`config.mk`:
```
export PLATFORM = sky130hd
export DESIGN_NAME = wor_timer
export DESIGN_NICKNAME = d
export VERILOG_FILES = /design/src/core/wor_pkg.sv /design/src/core/wor_timer.sv
export SDC_FILE = /design/constraint.sdc
export NUM_CORES = 1
export LEC_CHECK = 0
export ABC_AREA = 0
export BUFFER_PORTS_ARGS = -buffer_cell sky130_fd_sc_hd__buf_2
export CAP_MARGIN = 10
export CORE_ASPECT_RATIO = 0.5
export CORE_UTILIZATION = 55
export DETAILED_ROUTE_END_ITERATION = 6
export PLACE_DENSITY = 0.76
export SLEW_MARGIN = 20
export SYNTH_ARGS = -nofsm -noshare
export SYNTH_HDL_FRONTEND = slang
export SYNTH_SLANG_ARGS = --single-unit
```
`constraint.sdc`:
```
create_clock -name CLOCK -period 3.8 [get_ports CLOCK]
set_clock_uncertainty 0.2 [all_clocks]
set_input_delay 1.14 -clock CLOCK [delete_from_list [all_inputs] [get_ports CLOCK]]
set_output_delay 1.14 -clock CLOCK [all_outputs]
set_load 0.02 [all_outputs]
```
`src/core/wor_pkg.sv`:
```
package wor_pkg;

  // Register offsets on the plain register port
  localparam logic [5:0] ADDR_IVL_HIGH = 6'h1e;
  localparam logic [5:0] ADDR_IVL_LOW  = 6'h1f;
  localparam logic [5:0] ADDR_CTRL     = 6'h20;
  localparam logic [5:0] ADDR_STATUS   = 6'h30;

  // Reset values
  localparam logic [7:0] RST_IVL_HIGH  = 8'h87;
  localparam logic [7:0] RST_IVL_LOW   = 8'h00;
  localparam logic [7:0] RST_CTRL      = 8'hf8;

  // Control field positions
  localparam int unsigned CTRL_PD_BIT     = 7;
  localparam int unsigned CTRL_SEL_LSB    = 4;
  localparam int unsigned CTRL_CAL_BIT    = 3;
  localparam int unsigned CTRL_RSVD_BIT   = 2;
  localparam int unsigned CTRL_SCALE_LSB  = 0;

  // Status field positions
  localparam int unsigned STAT_CAL_BIT    = 0;
  localparam int unsigned STAT_RUN_BIT    = 1;

  // Timing: RC period in crystal periods, scale step and calibration length
  localparam int unsigned RC_DIV          = 750;
  localparam int unsigned SCALE_SHIFT     = 5;
  localparam int unsigned SCALE_STEPS     = 1 << SCALE_SHIFT;
  localparam int unsigned CAL_RC_PERIODS  = 4;

  typedef struct packed {
    logic       pd;
    logic [2:0] sec_sel;
    logic       cal_en;
    logic       rsvd;
    logic [1:0] scale;
  } wor_ctrl_type;

  typedef enum logic [1:0] {
    RC_OFF = 2'b00,
    RC_CLOCK_CAL_ENABLE = 2'b01,
    RC_RUN = 2'b10
  } wor_rc_state_type;

  // Secondary delay in RC periods after the primary event
  function automatic logic [5:0] wor_delay(input logic [2:0] sel);
    case (sel)
      3'h0:    wor_delay = 6'h04;
      3'h1:    wor_delay = 6'h06;
      3'h2:    wor_delay = 6'h08;
      3'h3:    wor_delay = 6'h0c;
      3'h4:    wor_delay = 6'h10;
      3'h5:    wor_delay = 6'h18;
      3'h6:    wor_delay = 6'h20;
      default: wor_delay = 6'h30;
    endcase
  endfunction

endpackage

```
`src/core/wor_timer.sv`:
```
// Behaviour
// Primary period: 750 periods times interval times scale
// Interval high byte readable, writable, resets 0x87
// RC clock is crystal divided by 750
// Powerdown bit stops RC; clearing starts calibration (code calibrates only with the enable bit set, otherwise goes straight to run)
// Secondary delay select decodes 4 to 48 periods
// Calibration only runs when enable bit is set
// Scale 00 one period, 01 thirty-two periods
// Primary restarts; secondary fires after selected delay
`timescale 1ns/1ps
`default_nettype none
module wor_timer
  import wor_pkg::*;
#(
  parameter int unsigned DIV_CYCLES = RC_DIV
) (
  // Clock and reset
  input  wire  logic       CLOCK,
  input  wire  logic       RST_N,
  // Register port
  input  wire  logic [5:0] ADDR,
  input  wire  logic [7:0] WDATA,
  input  wire  logic       WR_EN,
  input  wire  logic       RD_EN,
  output logic       [7:0] RDATA,
  // Timer events and state
  output logic             PRIMARY_EVENT,
  output logic             SECONDARY_EVENT,
  output logic             RC_RUNNING,
  output logic             CAL_BUSY
);

  logic [7:0]       ivl_high_ff, nxt_ivl_high;
  logic [7:0]       ivl_low_ff, nxt_ivl_low;
  wor_ctrl_type     ctrl_ff, nxt_ctrl;
  logic [7:0]       rdata_ff, nxt_rdata;

  wor_rc_state_type state_ff, nxt_state;
  logic [9:0]       div_ff, nxt_div;
  logic             tick_ff, nxt_tick;
  logic [2:0]       cal_cnt_ff, nxt_cal_cnt;
  logic [4:0]       sub_ff, nxt_sub;
  logic [15:0]      main_ff, nxt_main;
  logic             sec_act_ff, nxt_sec_act;
  logic [5:0]       sec_cnt_ff, nxt_sec_cnt;
  logic             prim_ff, nxt_prim;
  logic             sec_ff, nxt_sec;
  logic             run_ff, nxt_run;
  logic             cal_ff, nxt_cal;

  logic [15:0]      ivl;
  logic [15:0]      ivl_last;
  logic             step;
  logic             hit;

  function automatic logic [7:0] reg_read(input logic [5:0] a);
    logic [7:0] v;
    v = 8'h00;
    case (a)
      ADDR_IVL_HIGH: v = ivl_high_ff;
      ADDR_IVL_LOW:  v = ivl_low_ff;
      ADDR_CTRL:     v = ctrl_ff;
      ADDR_STATUS: begin
        v[STAT_CAL_BIT] = (state_ff == RC_CLOCK_CAL_ENABLE);
        v[STAT_RUN_BIT] = (state_ff == RC_RUN);
      end
      default:       v = 8'h00;
    endcase
    return v;
  endfunction

  // Register file
  always_comb begin
    nxt_ivl_high = ivl_high_ff;
    nxt_ivl_low  = ivl_low_ff;
    nxt_ctrl     = ctrl_ff;
    nxt_rdata    = 8'h00;
    if (WR_EN) begin
      case (ADDR)
        ADDR_IVL_HIGH: nxt_ivl_high = WDATA;
        ADDR_IVL_LOW:  nxt_ivl_low  = WDATA;
        ADDR_CTRL: begin
          nxt_ctrl      = wor_ctrl_type'(WDATA);
          nxt_ctrl.rsvd = 1'b0;
        end
        default: ;
      endcase
    end
    if (RD_EN) begin
      nxt_rdata = reg_read(ADDR);
    end
  end

  always_ff @(posedge CLOCK or negedge RST_N) begin
    if (!RST_N) begin
      ivl_high_ff <= RST_IVL_HIGH;
      ivl_low_ff  <= RST_IVL_LOW;
      ctrl_ff     <= wor_ctrl_type'(RST_CTRL);
      rdata_ff    <= 8'h00;
    end else begin
      ivl_high_ff <= nxt_ivl_high;
      ivl_low_ff  <= nxt_ivl_low;
      ctrl_ff     <= nxt_ctrl;
      rdata_ff    <= nxt_rdata;
    end
  end

  // A zero interval would wrap to 0xFFFF and match only after 65536 steps; it runs as one LSB instead
  assign ivl      = {ivl_high_ff, ivl_low_ff};
  assign ivl_last = (ivl == 16'h0000) ? 16'h0000 : ivl - 16'h0001;
  // Scale 10 and 11 are unsupported; only the low bit is decoded
  assign step     = !ctrl_ff.scale[0] || (sub_ff == 5'(SCALE_STEPS - 1));
  assign hit      = step && (main_ff >= ivl_last);

  // RC clock, calibration and wake counters
  always_comb begin
    nxt_state   = state_ff;
    nxt_div     = 10'h000;
    nxt_tick    = 1'b0;
    nxt_cal_cnt = cal_cnt_ff;
    nxt_sub     = sub_ff;
    nxt_main    = main_ff;
    nxt_sec_act = sec_act_ff;
    nxt_sec_cnt = sec_cnt_ff;
    nxt_prim    = 1'b0;
    nxt_sec     = 1'b0;
    // Gate on the control bit too, so the divider is already idle when the state drops
    if (state_ff != RC_OFF && !ctrl_ff.pd) begin
      if (div_ff == 10'(DIV_CYCLES - 1)) begin
        nxt_tick = 1'b1;
      end else begin
        nxt_div = div_ff + 10'h001;
      end
    end
    case (state_ff)
      RC_OFF: begin
        nxt_cal_cnt = 3'h0;
        if (!ctrl_ff.pd) begin
          nxt_state = ctrl_ff.cal_en ? RC_CLOCK_CAL_ENABLE : RC_RUN;
        end
      end
      RC_CLOCK_CAL_ENABLE: begin
        if (ctrl_ff.pd) begin
          nxt_state = RC_OFF;
        end else if (tick_ff) begin
          nxt_cal_cnt = cal_cnt_ff + 3'h1;
          if (cal_cnt_ff == 3'(CAL_RC_PERIODS - 1)) begin
            nxt_state = RC_RUN;
          end
        end
      end
      RC_RUN: begin
        if (ctrl_ff.pd) begin
          nxt_state = RC_OFF;
        end else if (tick_ff) begin
          nxt_sub = ctrl_ff.scale[0] ? sub_ff + 5'h01 : 5'h00;
          if (hit) begin
            nxt_main    = 16'h0000;
            nxt_prim    = 1'b1;
            nxt_sec_act = 1'b1;
            nxt_sec_cnt = 6'h00;
          end else if (step) begin
            nxt_main = main_ff + 16'h0001;
          end
          if (sec_act_ff && !hit) begin
            if (sec_cnt_ff == wor_delay(ctrl_ff.sec_sel) - 6'h01) begin
              nxt_sec     = 1'b1;
              nxt_sec_act = 1'b0;
            end else begin
              nxt_sec_cnt = sec_cnt_ff + 6'h01;
            end
          end
        end
      end
      default: nxt_state = RC_OFF;
    endcase
    if (nxt_state != RC_RUN) begin
      nxt_sub     = 5'h00;
      nxt_main    = 16'h0000;
      nxt_sec_act = 1'b0;
      nxt_sec_cnt = 6'h00;
    end
    // Status outputs are registered copies of the next state, so they match its decode
    nxt_run = (nxt_state == RC_RUN);
    nxt_cal = (nxt_state == RC_CLOCK_CAL_ENABLE);
  end

  always_ff @(posedge CLOCK or negedge RST_N) begin
    if (!RST_N) begin
      state_ff   <= RC_OFF;
      run_ff     <= 1'b0;
      cal_ff     <= 1'b0;
      div_ff     <= 10'h000;
      tick_ff    <= 1'b0;
      cal_cnt_ff <= 3'h0;
      sub_ff     <= 5'h00;
      main_ff    <= 16'h0000;
      sec_act_ff <= 1'b0;
      sec_cnt_ff <= 6'h00;
      prim_ff    <= 1'b0;
      sec_ff     <= 1'b0;
    end else begin
      state_ff   <= nxt_state;
      div_ff     <= nxt_div;
      tick_ff    <= nxt_tick;
      cal_cnt_ff <= nxt_cal_cnt;
      sub_ff     <= nxt_sub;
      main_ff    <= nxt_main;
      sec_act_ff <= nxt_sec_act;
      sec_cnt_ff <= nxt_sec_cnt;
      prim_ff    <= nxt_prim;
      sec_ff     <= nxt_sec;
      run_ff     <= nxt_run;
      cal_ff     <= nxt_cal;
    end
  end

  assign RDATA           = rdata_ff;
  assign PRIMARY_EVENT   = prim_ff;
  assign SECONDARY_EVENT = sec_ff;
  assign RC_RUNNING      = run_ff;
  assign CAL_BUSY        = cal_ff;

  property p_rc_div;
    @(posedge CLOCK) disable iff (!RST_N)
      tick_ff |-> $past(div_ff) == 10'(DIV_CYCLES - 1);
  endproperty
  a_rc_div: assert property (p_rc_div) else $error("RC tick off divider end");

  property p_pd_stops;
    @(posedge CLOCK) disable iff (!RST_N)
      ctrl_ff.pd ##1 ctrl_ff.pd |-> state_ff == RC_OFF && !tick_ff && div_ff == 10'h000;
  endproperty
  a_pd_stops: assert property (p_pd_stops) else $error("RC runs while powered down");

  property p_high_write;
    @(posedge CLOCK) disable iff (!RST_N)
      WR_EN && ADDR == ADDR_IVL_HIGH ##1 !WR_EN ##1 RD_EN && ADDR == ADDR_IVL_HIGH
        |=> RDATA == $past(WDATA, 3);
  endproperty
  a_high_write: assert property (p_high_write) else $error("High byte readback wrong");

  property p_cal_start;
    @(posedge CLOCK) disable iff (!RST_N)
      state_ff == RC_OFF && WR_EN && ADDR == ADDR_CTRL
        && !WDATA[CTRL_PD_BIT] && WDATA[CTRL_CAL_BIT] |-> ##2 CAL_BUSY;
  endproperty
  a_cal_start: assert property (p_cal_start) else $error("Calibration not started");

  property p_cal_skip;
    @(posedge CLOCK) disable iff (!RST_N)
      $rose(state_ff != RC_OFF) && !$past(ctrl_ff.cal_en) |-> state_ff == RC_RUN;
  endproperty
  a_cal_skip: assert property (p_cal_skip) else $error("Calibration ran while disabled");

  property p_sec_delay;
    @(posedge CLOCK) disable iff (!RST_N)
      sec_ff |-> $past(tick_ff)
        && $past(sec_cnt_ff) == wor_delay($past(ctrl_ff.sec_sel)) - 6'h01;
  endproperty
  a_sec_delay: assert property (p_sec_delay) else $error("Secondary delay wrong");

  property p_scale;
    @(posedge CLOCK) disable iff (!RST_N)
      prim_ff && $past(ctrl_ff.scale[0]) |-> $past(sub_ff) == 5'(SCALE_STEPS - 1);
  endproperty
  a_scale: assert property (p_scale) else $error("Primary event inside a scale step");

  property p_prim_period;
    @(posedge CLOCK) disable iff (!RST_N)
      prim_ff |-> $past(tick_ff) && $past(main_ff) >= $past(ivl_last) && main_ff == 16'h0000;
  endproperty
  a_prim_period: assert property (p_prim_period) else $error("Primary event early");

  property p_restart;
    @(posedge CLOCK) disable iff (!RST_N)
      prim_ff && RC_RUNNING |-> sec_act_ff && sec_cnt_ff == 6'h00 && !sec_ff;
  endproperty
  a_restart: assert property (p_restart) else $error("Secondary not restarted");

endmodule // wor_timer
`default_nettype wire

```
* Yosys cells after proc, flatten, opt, wreduce, memory -nomap -nowiden
Cells that the tools add are included.
** Cells by class
- Mux-type cells :: 57
- Equal/unequal tests :: 22
- Reductions and logical operators :: 21
- $add $sub $neg :: 7
- Magnitude comparators :: 1
** Operators with widths (count)
- $mux 16 :: 7
- $mux 6 :: 11
- $pmux 6 s7 :: 1
- $mux 5 :: 5
- $mux 10 :: 2
- $mux 1 :: 18
- $pmux 6 s3 :: 1
- $add 16x1->16 const B :: 1
- $ge 16x16->1 :: 1
- $logic_not 16->1 :: 1
- $sub 16x1->16 const B :: 1
- $eq 6x5->1 const B :: 2
- $eq 6x6->1 const B :: 2
- $mux 2 :: 6
- $add 10x1->10 const B :: 1
- $eq 10x10->1 const B :: 1
- $eq 3x2->1 const B :: 3
- $eq 3x3->1 const B :: 3
- $mux 8 :: 1
- $pmux 2 s4 :: 1
- $reduce_bool 2->1 :: 4
- $add 6x1->6 const B :: 1
- $eq 6x6->1 :: 1
- $mux 3 :: 2
- 20 further kinds :: 31
** Word-level totals
- Register bits after elaboration :: 79
- Output and inout bits :: 12

* Longest topological paths before layout
Gate-level depths: netlist of run 1.
- Depth after elaboration :: 18
- Mapped depth :: 16

* Worst setup path before layout of run 1
Ideal clock, no wire load.
- Kind :: flip-flop to flip-flop
- Start :: register ivl_low_ff[6]
- End :: register sec_cnt_ff[1]
- Buffers on the path :: 0
- Cell stages (with the launch flop) :: 13
- Data required time :: 3.482 ns
- Clock period less this slack :: 4.076 ns
- Data arrival time :: 3.758 ns
- Library setup time :: 0.118 ns
- Setup slack :: -0.276 ns
- Cells stage by stage :: dfrtp_1 > or4_4 > or4_4 > or3_4 > nor3_2 > a21oi_1 > ha_1 > nand4_1 > or4_4 > o311ai_4 > o21a_2 > a31oi_1 > a2bb2o_4
** Between the ends
- Cells in the longest elaborated chain, start to end :: 11
** RTL lines
- start, declared :: RTL line wor_timer.sv:34 : logic [7:0] ivl_low_ff, nxt_ivl_low;
- start signal, assigned :: RTL line wor_timer.sv:102 : ivl_low_ff <= nxt_ivl_low;
- $sub 16x1->16 or $logic_not 16->1 (tied branches) :: RTL line wor_timer.sv:110 : assign ivl_last = (ivl == 16'h0000) ? 16'h0000 : ivl - 16'h0001;
- $mux 16 (*) :: RTL line wor_timer.sv:110
- $ge 16x16->1 (*) :: RTL line wor_timer.sv:113 : assign hit = step && (main_ff >= ivl_last);
- $logic_and 1x1->1 (*) :: RTL line wor_timer.sv:113
- $mux 6 or $logic_not 1->1 (tied branches) :: RTL line wor_timer.sv:157, wor_timer.sv:165
- $mux 6 or $logic_and 1x1->1 (tied branches) :: RTL line wor_timer.sv:166, wor_timer.sv:165
- $mux 6 (*) :: RTL line wor_timer.sv:165 : if (sec_act_ff && !hit) begin
- $mux 6 (*) :: RTL line wor_timer.sv:155 : end else if (tick_ff) begin
- $mux 6 (*) :: RTL line wor_timer.sv:153 : if (ctrl_ff.pd) begin
- $mux 6 (*) :: RTL line wor_timer.sv:135 : case (state_ff)
- $mux 6 (*) :: RTL line wor_timer.sv:177 : if (nxt_state != RC_RUN) begin
- end signal, assigned :: RTL line wor_timer.sv:210 : sec_cnt_ff <= nxt_sec_cnt;
- end, declared :: RTL line wor_timer.sv:45 : logic [5:0] sec_cnt_ff, nxt_sec_cnt;
Mark *: on every way between the ends. The rest lies on a longest branch, timed or not. The select of a mux whose other input is x is not followed.
A chain may end at the register's enable or synchronous reset.

* Final worst setup path of run 1
- Start :: register ivl_low_ff[6]
- End :: register main_ff[6]
** Between the ends
- Cells in the longest elaborated chain, start to end :: 9
** RTL lines
- $sub 16x1->16 or $logic_not 16->1 (tied branches) :: RTL line wor_timer.sv:110
- $mux 16 (*) :: RTL line wor_timer.sv:110
- $ge 16x16->1 (*) :: RTL line wor_timer.sv:113
- $logic_and 1x1->1 (*) :: RTL line wor_timer.sv:113
- $mux 16 :: RTL line wor_timer.sv:157 : if (hit) begin
- $mux 16 :: RTL line wor_timer.sv:155
- $mux 16 :: RTL line wor_timer.sv:153
- $mux 16 :: RTL line wor_timer.sv:135
- $mux 16 :: RTL line wor_timer.sv:177
- end signal, assigned :: RTL line wor_timer.sv:208 : main_ff <= nxt_main;
- end, declared :: RTL line wor_timer.sv:43 : logic [15:0] main_ff, nxt_main;
Marked as above.

==> results of run 1 <==
worst max-delay path: cells and delay by family (launching register included):
| family | cells | cell delay (ns) |
|---|---|---|
| fa+ha+maj | 1 | 0.31 |
| compound gates | 3 | 0.54 |
| mux | 1 | 0.08 |
| simple gates | 6 | 1.83 |
| flops | 1 | 0.37 |
| buf+inv | 3 | 0.49 |
through the flow:
step,hold slack [ns],util,instances,power [mW]
3_5_place_dp,0.298,0.632,636,1.76
2_1_floorplan,0.279,-,486,1.52
3_3_place_gp,0.289,0.632,636,1.74
4_1_cts,0.314,0.674,653,2.67
6_report,0.319,0.688,656,2.71
5_1_grt,0.323,0.688,656,2.84
registers in the layout, summed over array words and instances, names as in the netlist, 2 cells and up:
register,count
RDATA,8
cal_cnt_ff,3
ctrl_ff,7
div_ff,10
ivl_high_ff,8
ivl_low_ff,8
main_ff,16
sec_cnt_ff,6
state_ff,2
sub_ff,5
Yosys cell counts (2+ instances only):
cell type,count,area share
a21oi_1,25,0.027
dfrtp_1,70,0.37
a31oi_1,2,0.0026
nand3b_1,2,0.0032
dfstp_2,9,0.050
nor4_1,5,0.0066
or4_4,3,0.0072
or3_1,2,0.0026
o211ai_1,6,0.0095
buf_2,3,0.0032
nand2_1,41,0.033
or2_2,2,0.0026
and3_1,12,0.016
a22oi_1,2,0.0032
mux2i_1,14,0.030
o21bai_1,2,0.0032
inv_1,16,0.013
o21ai_1,2,0.0021
nand3_1,22,0.023
clkbuf_1,14,0.011
nor2_1,47,0.037
nor3_1,14,0.015
o311ai_1,2,0.0037
nand4_1,12,0.016
xnor2_1,6,0.011
nor3b_1,6,0.0095
o21a_1,2,0.0032
xor2_1,20,0.037
and2_1,4,0.0053
o21ai_0,17,0.018
nand2b_1,5,0.0066
ha_1,27,0.072
a211o_1,2,0.0037
a22o_1,5,0.0093
a21o_1,2,0.0032
o31ai_1,5,0.0080
o22ai_1,2,0.0026
nor2b_1,10,0.013
mux2_2,23,0.055
how the worst min path moves through the flow:
stage | endpoint | slack (ns)
2_1_floorplan | ctrl_ff[1]$_DFFE_PN0P_ | 0.28
4_1_cts | ctrl_ff[1]$_DFFE_PN0P_ | 0.31
5_1_grt | ctrl_ff[1]$_DFFE_PN0P_ | 0.32
3_5_place_dp | ctrl_ff[1]$_DFFE_PN0P_ | 0.30
3_3_place_gp | ctrl_ff[1]$_DFFE_PN0P_ | 0.29
6_report | ctrl_ff[1]$_DFFE_PN0P_ | 0.32
timing repair:
| action | CTS | global route |
|---|---|---|
| pin swaps | 4 | 7 |
| setup endpoints to repair | 22 | 25 |
| setup buffers | 2 | 2 |
| cloned | 0 | 0 |
| hold buffers | 0 | 0 |
| gates resized for setup | 7 | 15 |
report_power, final:
part           internal (mW)  switching, mW  total [mW]
logic                  0.354          0.427       0.782
registers              0.926         0.0999        1.03
clock network          0.546          0.354       0.900
total                   1.83          0.881        2.71
area by class of cell:
class	count	area [um^2]	area share
clock buffers	12	256	0.0456
clock inverters	4	53.8	0.00957
inverters	17	63.8	0.0114
multi-input cells	372	2700	0.480
flip-flops and latches	79	1990	0.354
well taps	112	140	0.0249
repair buffers	60	420	0.0748
per-layer routing:
metal / wire length [um] / global-route usage
met1: 5270 / 0.335
met2: 4920 / 0.402
met3: 591 / 0.0631
met4: 89 / 0.0819
met5: 0 / 0
layout by cell type, fill, tap and decap left out, drive strengths merged, types with 4 or more instances in the layout:
master,n
o211ai,6
nor3,16
nand4,12
o21ai,19
nor3b,7
xor2,20
dfstp,9
mux2i,14
nor2,47
inv,17
nand3,22
or4,4
nor4,5
and2,4
buf,60
dfrtp,70
xnor2,6
ha,27
clkbuf,12
and3,12
o31ai,5
nand2,41
nor2b,10
mux2,23
a21oi,25
a22o,5
nand2b,5
cells by family (layout without fill, tap and decap cells):
| logic type | Yosys count | after routing |
|---|---|---|
| compound gates | 87 | 87 |
| xor+xnor | 26 | 26 |
| flops | 79 | 79 |
| fa+ha+maj | 27 | 27 |
| buf+inv | 35 | 93 |
| simple gates | 195 | 195 |
| mux | 37 | 37 |
==> results by group, run 1 <==
Setup path
  – CP peak stage delay: just over 0.5 ns
  – CP dominant cell by count: or4_4
  – CP arrival: about 4 ns
  – Slowest cell on the critical path: or4_4
  – Crit path capture type: register
  – WP data required: between 3 and 4 ns
  – Kind of critical path: register to register
  – Worst-case reg-to-reg path depth: 14
  – Crit Path Max Fanout: 18
  – Setup crit end: main_ff[6]$_DFFE_PN0P_
  – Crit path cell chain: or4_4 > or4_4 > buf_4 > nor4_4 > a21oi_1 > ha_1 > nand4_1 > or4_4 > o311ai_4 > buf_6 > nor3_4 > buf_12 > a21oi_2 > mux2i_1
  – Worst reg2reg endpoint: main_ff[6]$_DFFE_PN0P_
  – FF-to-FF Start: ivl_low_ff[6]$_DFFE_PN0P_
  – Nature of the critical path startpoint: register
  – Worst reg-to-reg setup slack: -0.15 ns
  – Critical Path Start: ivl_low_ff[6]$_DFFE_PN0P_

Synthesis
  – Largest family of logic cells by synthesized area: simple AND/OR/NAND/NOR gates
  – Post-synth EDFFs: 0
  – Sequential fraction of the synthesis area: 0.421
  – Syn nets: approximately 530
  – Ys flop type: dfrtp_1
  – Yosys Warn Count: 0
  – Compound-gate portion of the synthesized area: 0.130
  – Netlist cell types: 60
  – Mean Syn Cell Area: 9.71 um^2
  – Post-Synth Adder-Cell Area: 0.0716
  – Post-synthesis simple-gate area fraction: 0.215
  – Xor/xnor share of the synthesized area: 0.0482
  – Synthesized area: between 4000 and 5000 um^2
  – Fraction of registers with async set/reset: 1.00
  – Cells after synthesis: between 400 and 500
  – Synth Register Bits: slightly below 80
  – Mux share of post-synthesis cell area: 0.0845

Cells and area
  – Design area: approximately 5600 um^2
  – Synth-to-layout area growth: 19.1%
  – Fraction of layout cells with a size suffix above 1: 0.261
  – Fill cells: a little over 600
  – Layout net count: between 500 and 600
  – ANT cells: 0

Placed design
  – Post-DP HPWL: 7570 um
  – Area after DPL: ~5200 um^2
  – RD Place Congestion: a little under 0.9
  – # port buffers: 29
  – Dpl ws: -0.153 ns

Drt
  – Via count: 3813
  – Final WL: roughly 11000 um
  – Initial DRC count: ~300
  – Residual DRC: 0
  – DRT antenna net count: 0
  – Detailed Routing Iterations Pass 1: 5
  – Post-DR wirelength/cell: 16.6 um
  – Via density: roughly 5.8

Clocking
  – CTS tree: built
  – Root Driver: clkbuf_16
  – Max Root-Sink Buffers: 2
  – H-tree lvl count: 3
  – Clock latency on the worst-skew pair: about 0.35 ns
  – Num CTS Buffers: 9
  – Clock sinks: 79
  – Clk slew on worst S/H paths: 0.07 ns

Min path
  – Startpoint of the worst hold path: ctrl_ff[1]$_DFFE_PN0P_
  – HP Class: register to register
  – Hold Path Stages: 1

Outcome
  – Status: finished, violations left
  – Failing checks: negative setup slack

Floorplanning
  – Row cnt: 23
  – Io pins: 30
  – Die Span X: roughly 130 um
  – Core region area: 8170 um^2
  – Die area: roughly 9000 um^2
  – Initial core utilization: 0.578
  – Die height: 67.5 um

GRT
  – Global route overflow: 0
  – Total Routing Usage GR: 0.250
  – Vias in the first global route: 3500
  – Largest net degree at the start of global routing: 80
  – Global-route wire length before repair: 17000 um
  – Initial antenna violation count: 0

Power
  – Max rail drop VDD: about 0.00028 V
  – Pwr/cell area: 482 nW/um^2
  – Static Leak: ~2.6 nW

Timing
  – Final setup violating endpoints: 17
  – Sum Neg Setup Slack: -1.65 ns
  – Final hold vios: 0
  – Rel. slew slack: 0.583
  – Fin crit period: just under 4 ns
  – Final cycle utilization of the critical path: 1.04
  – RSZ-0062 raised after global routing: true
  – PnR worst setup slack: -0.154 ns
  – Max Slew Vio Count: 0
  – Fmax: about 250 MHz
  – Worst Max-Slew Pin Slew: a little over 0.6 ns

Job
  – Max-cap violation count: 0
No activity file was read; power rests on OpenSTA's default activity.
==> run 2, diff against run 1 <==
--- a/config.mk
+++ b/config.mk
@@ -9,9 +9,9 @@
 export BUFFER_PORTS_ARGS = -buffer_cell sky130_fd_sc_hd__buf_2
 export CAP_MARGIN = 10
 export CORE_ASPECT_RATIO = 0.5
-export CORE_UTILIZATION = 55
+export CORE_UTILIZATION = 60
 export DETAILED_ROUTE_END_ITERATION = 6
-export PLACE_DENSITY = 0.76
+export PLACE_DENSITY = 0.79
 export SLEW_MARGIN = 20
 export SYNTH_ARGS = -nofsm -noshare
 export SYNTH_HDL_FRONTEND = slang
==> constraint.sdc (replaced) <==
create_clock -name CLOCK -period 4.1 [get_ports CLOCK]
set_clock_uncertainty 0.2 [all_clocks]
set_input_delay 1.23 -clock CLOCK [delete_from_list [all_inputs] [get_ports CLOCK]]
set_output_delay 1.23 -clock CLOCK [all_outputs]
set_load 0.02 [all_outputs]
==> run 2 against run 1 <==
Clock-buffer cell count up 2. Hold slack better by 0.0047 ns. Global-route usage up 2.5 points. Cell area down 3.7%. Total power down 12%. Sequential share of layout area up 1.4 points. The run now ends clean. Via count down 1.6%. Die area down 8.2%. Critical endpoint is now sec_cnt_ff[1]$_DFFE_PN0P_. Register-to-register slack better by 0.25 ns. Non-clock buffer count down 16.
==> results by group, run 2 (synthesis gave the netlist of run 1 again) <==
Clocking
  – Num CTS Buffers: 9 (unchanged)
  – Clock latency on the worst-skew pair: 0.34 ns (about the same)
  – Root Driver: clkbuf_16
  – H-tree lvl count: 3 (unchanged)
  – Clk slew on worst S/H paths: 0.06 ns (about the same)
  – Max Root-Sink Buffers: 2 (unchanged)
  – Clock sinks: 79 (unchanged)
  – CTS tree: built

Setup path
  – WP data required: 4.13 ns (+0.31 ns)
  – CP arrival: 4.04 ns (+0.07 ns)
  – Worst reg-to-reg setup slack: 0.09 ns (+0.25 ns)
  – CP top delay family: simple AND/OR/NAND/NOR gates
  – Crit path cell chain: or4_4 > or4_4 > or3_4 > nor3_2 > a21oi_1 > ha_1 > nand4_1 > or4_4 > o311ai_4 > o21a_2 > a31oi_2 > a2bb2o_4
  – Crit path capture type: register
  – CP dominant cell by count: or4_4
  – Kind of critical path: register to register
  – Slowest cell on the critical path: or4_4
  – Crit Path Max Fanout: 4 (-14)
  – Nature of the critical path startpoint: register
  – Bufs and invs on worst path: 0 (-3)
  – CP peak stage delay: 0.54 ns (+0.03 ns)

Placed design
  – # port buffers: 29 (unchanged)
  – Dpl ws: 0.0303 ns (+0.183 ns)
  – RD Place Congestion: 0.928 (+5.2%)
  – Post-DP HPWL: 7390 um (-2.5%)

Min path
  – HP Class: register to register

Floorplanning
  – Row cnt: 22 (-4.3%)
  – Die height: 64.7 um (-4.1%)
  – Initial core utilization: 0.633 (+0.0552)
  – Die area: 8250 um^2 (-8.2%)
  – Die Span X: 127 um (-4.2%)
  – Io pins: 30 (unchanged)
  – Core region area: 7460 um^2 (-8.7%)

Timing
  – Max Slew Vio Count: 0 (unchanged)
  – RSZ-0062 raised after global routing: true
  – Final cycle utilization of the critical path: 0.977 (-0.0632)
  – Sum Neg Setup Slack: 0 ns (+1.65 ns)
  – Worst Max-Slew Pin Slew: 0.696 ns (+0.0731 ns)
  – Final hold vios: 0 (unchanged)
  – Fin crit period: 4.01 ns (+0.0528 ns)
  – PnR worst setup slack: 0.0936 ns (+0.247 ns)
  – Fmax: 250 MHz (-1.3%)
  – Final setup violating endpoints: 0 (-17)
  – Rel. slew slack: 0.534 (-0.0489)
  – Final hold slack: 0.323 ns (+0.00466 ns)

Power
  – Pwr/cell area: 439 nW/um^2 (-8.9%)
  – Max rail drop VDD: 0.000298 V (+7.1%)
  – Static Leak: 2.53 nW (-4.2%)

Drt
  – Residual DRC: 0 (unchanged)
  – DRT antenna net count: 0 (unchanged)
  – Final WL: 10500 um (-3.2%)
  – Detailed Routing Iterations Pass 1: 5 (unchanged)
  – Post-DR wirelength/cell: 16.5 um (-0.29%)
  – Via density: 5.89 (+1.3%)
  – Initial DRC count: 390 (+30%)
  – Via count: 3752 (-1.6%)

GRT
  – Total Routing Usage GR: 0.276 (+0.0255)
  – Vias in the first global route: 3447 (-1.5%)
  – Global route overflow: 0 (unchanged)
  – Largest net degree at the start of global routing: 80 (unchanged)
  – Global-route wire length before repair: 17100 um (+0.81%)
  – Initial antenna violation count: 0 (unchanged)

Job
  – Max-cap violation count: 0 (unchanged)

Cells and area
  – Largest registers: main_ff x16, div_ff x10
  – Synth-to-layout area growth: 14.7%
  – Commonest non-fill, non-tap cell in the layout: dfrtp_1
  – ANT cells: 0 (unchanged)
  – Layout net count: 569 (-2.6%)
  – Largest Register: main_ff
  – Commonest non-fill, non-tap cells in the layout: dfrtp_1, nor2_1, nand2_1, buf_2, ha_1
  – Fraction of layout cells with a size suffix above 1: 0.225 (-0.0361)
  – Max reg flops: 16 (unchanged)
  – Fill cells: 553 (-9.3%)

Outcome
  – Status: complete, no violations
-- run 2: path summary, 6_finish.rpt --
| check | from | endpoint | cells past startpoint |
|---|---|---|---|
| worst max-delay path | ivl_low_ff[6]$_DFFE_PN0P_ | sec_cnt_ff[1]$_DFFE_PN0P_ | 12 |
| worst min-delay path | div_ff[0]$_DFF_PN0_ | div_ff[0]$_DFF_PN0_ | 1 |
| worst max register to register | ivl_low_ff[6]$_DFFE_PN0P_ | sec_cnt_ff[1]$_DFFE_PN0P_ | 12 |
| worst min register to register | div_ff[0]$_DFF_PN0_ | div_ff[0]$_DFF_PN0_ | 1 |
| max in group asynchronous | RST_N | main_ff[6]$_DFFE_PN0P_ | 1 |
| min in group asynchronous | RST_N | div_ff[3]$_DFF_PN0_ | 1 |
-- run 2: cell type report --
cell class                 count  area, um^2  share of cell area
clock buffer                  14         274              0.0506
clock inverter                 2        15.0             0.00277
inverter                      17        63.8              0.0118
multi-input combinational    373        2670               0.493
sequential                    79        1990               0.367
tap                          108         135              0.0250
timing repair buffer          44         268              0.0495
-- run 2: metal layers --
layer / up-vias / global-route usage / part of all wire
met5: - / 0 / 0
met4: 0 / 0.0625 / 0.010
met3: 15 / 0.0867 / 0.063
met2: 109 / 0.404 / 0.43
met1: 1798 / 0.397 / 0.49
li1: 1830 / - / -
-- run 2: report_power, final --
| part | internal, mW | switching, mW | total (mW) |
|---|---|---|---|
| combinational | 0.283 | 0.368 | 0.650 |
| sequential | 0.859 | 0.101 | 0.960 |
| clock | 0.460 | 0.304 | 0.764 |
-- run 2: repair_timing --
action / in CTS / in global routing
gates resized for setup: 0 / 16
pin swaps: 1 / 5
hold buffers: 0 / 0
buffers inserted: 0 / 2
setup endpoints to repair: 2 / 23
cloned: 1 / 0
-- run 2: worst register-to-register path, stage by stage, from the launching register on --
cell	delay (ns)
dfrtp_1	0.38
or4_4	0.54
or4_4	0.45
or3_4	0.39
nor3_2	0.12
a21oi_1	0.06
ha_1	0.31
nand4_1	0.12
or4_4	0.49
o311ai_4	0.33
o21a_2	0.20
a31oi_2	0.06
a2bb2o_4	0.25
-- run 2: per-stage QoR --
step / area [um^2] / total power [mW] / std cells / utilization
5_1_grt: 5410 / 2.51 / 637 / 0.726
6_report: 5410 / 2.37 / 637 / 0.726
2_1_floorplan: 4720 / 1.40 / 486 / -
3_3_place_gp: 5030 / 1.56 / 618 / 0.674
3_5_place_dp: 5030 / 1.59 / 618 / 0.674
4_1_cts: 5330 / 2.36 / 635 / 0.714
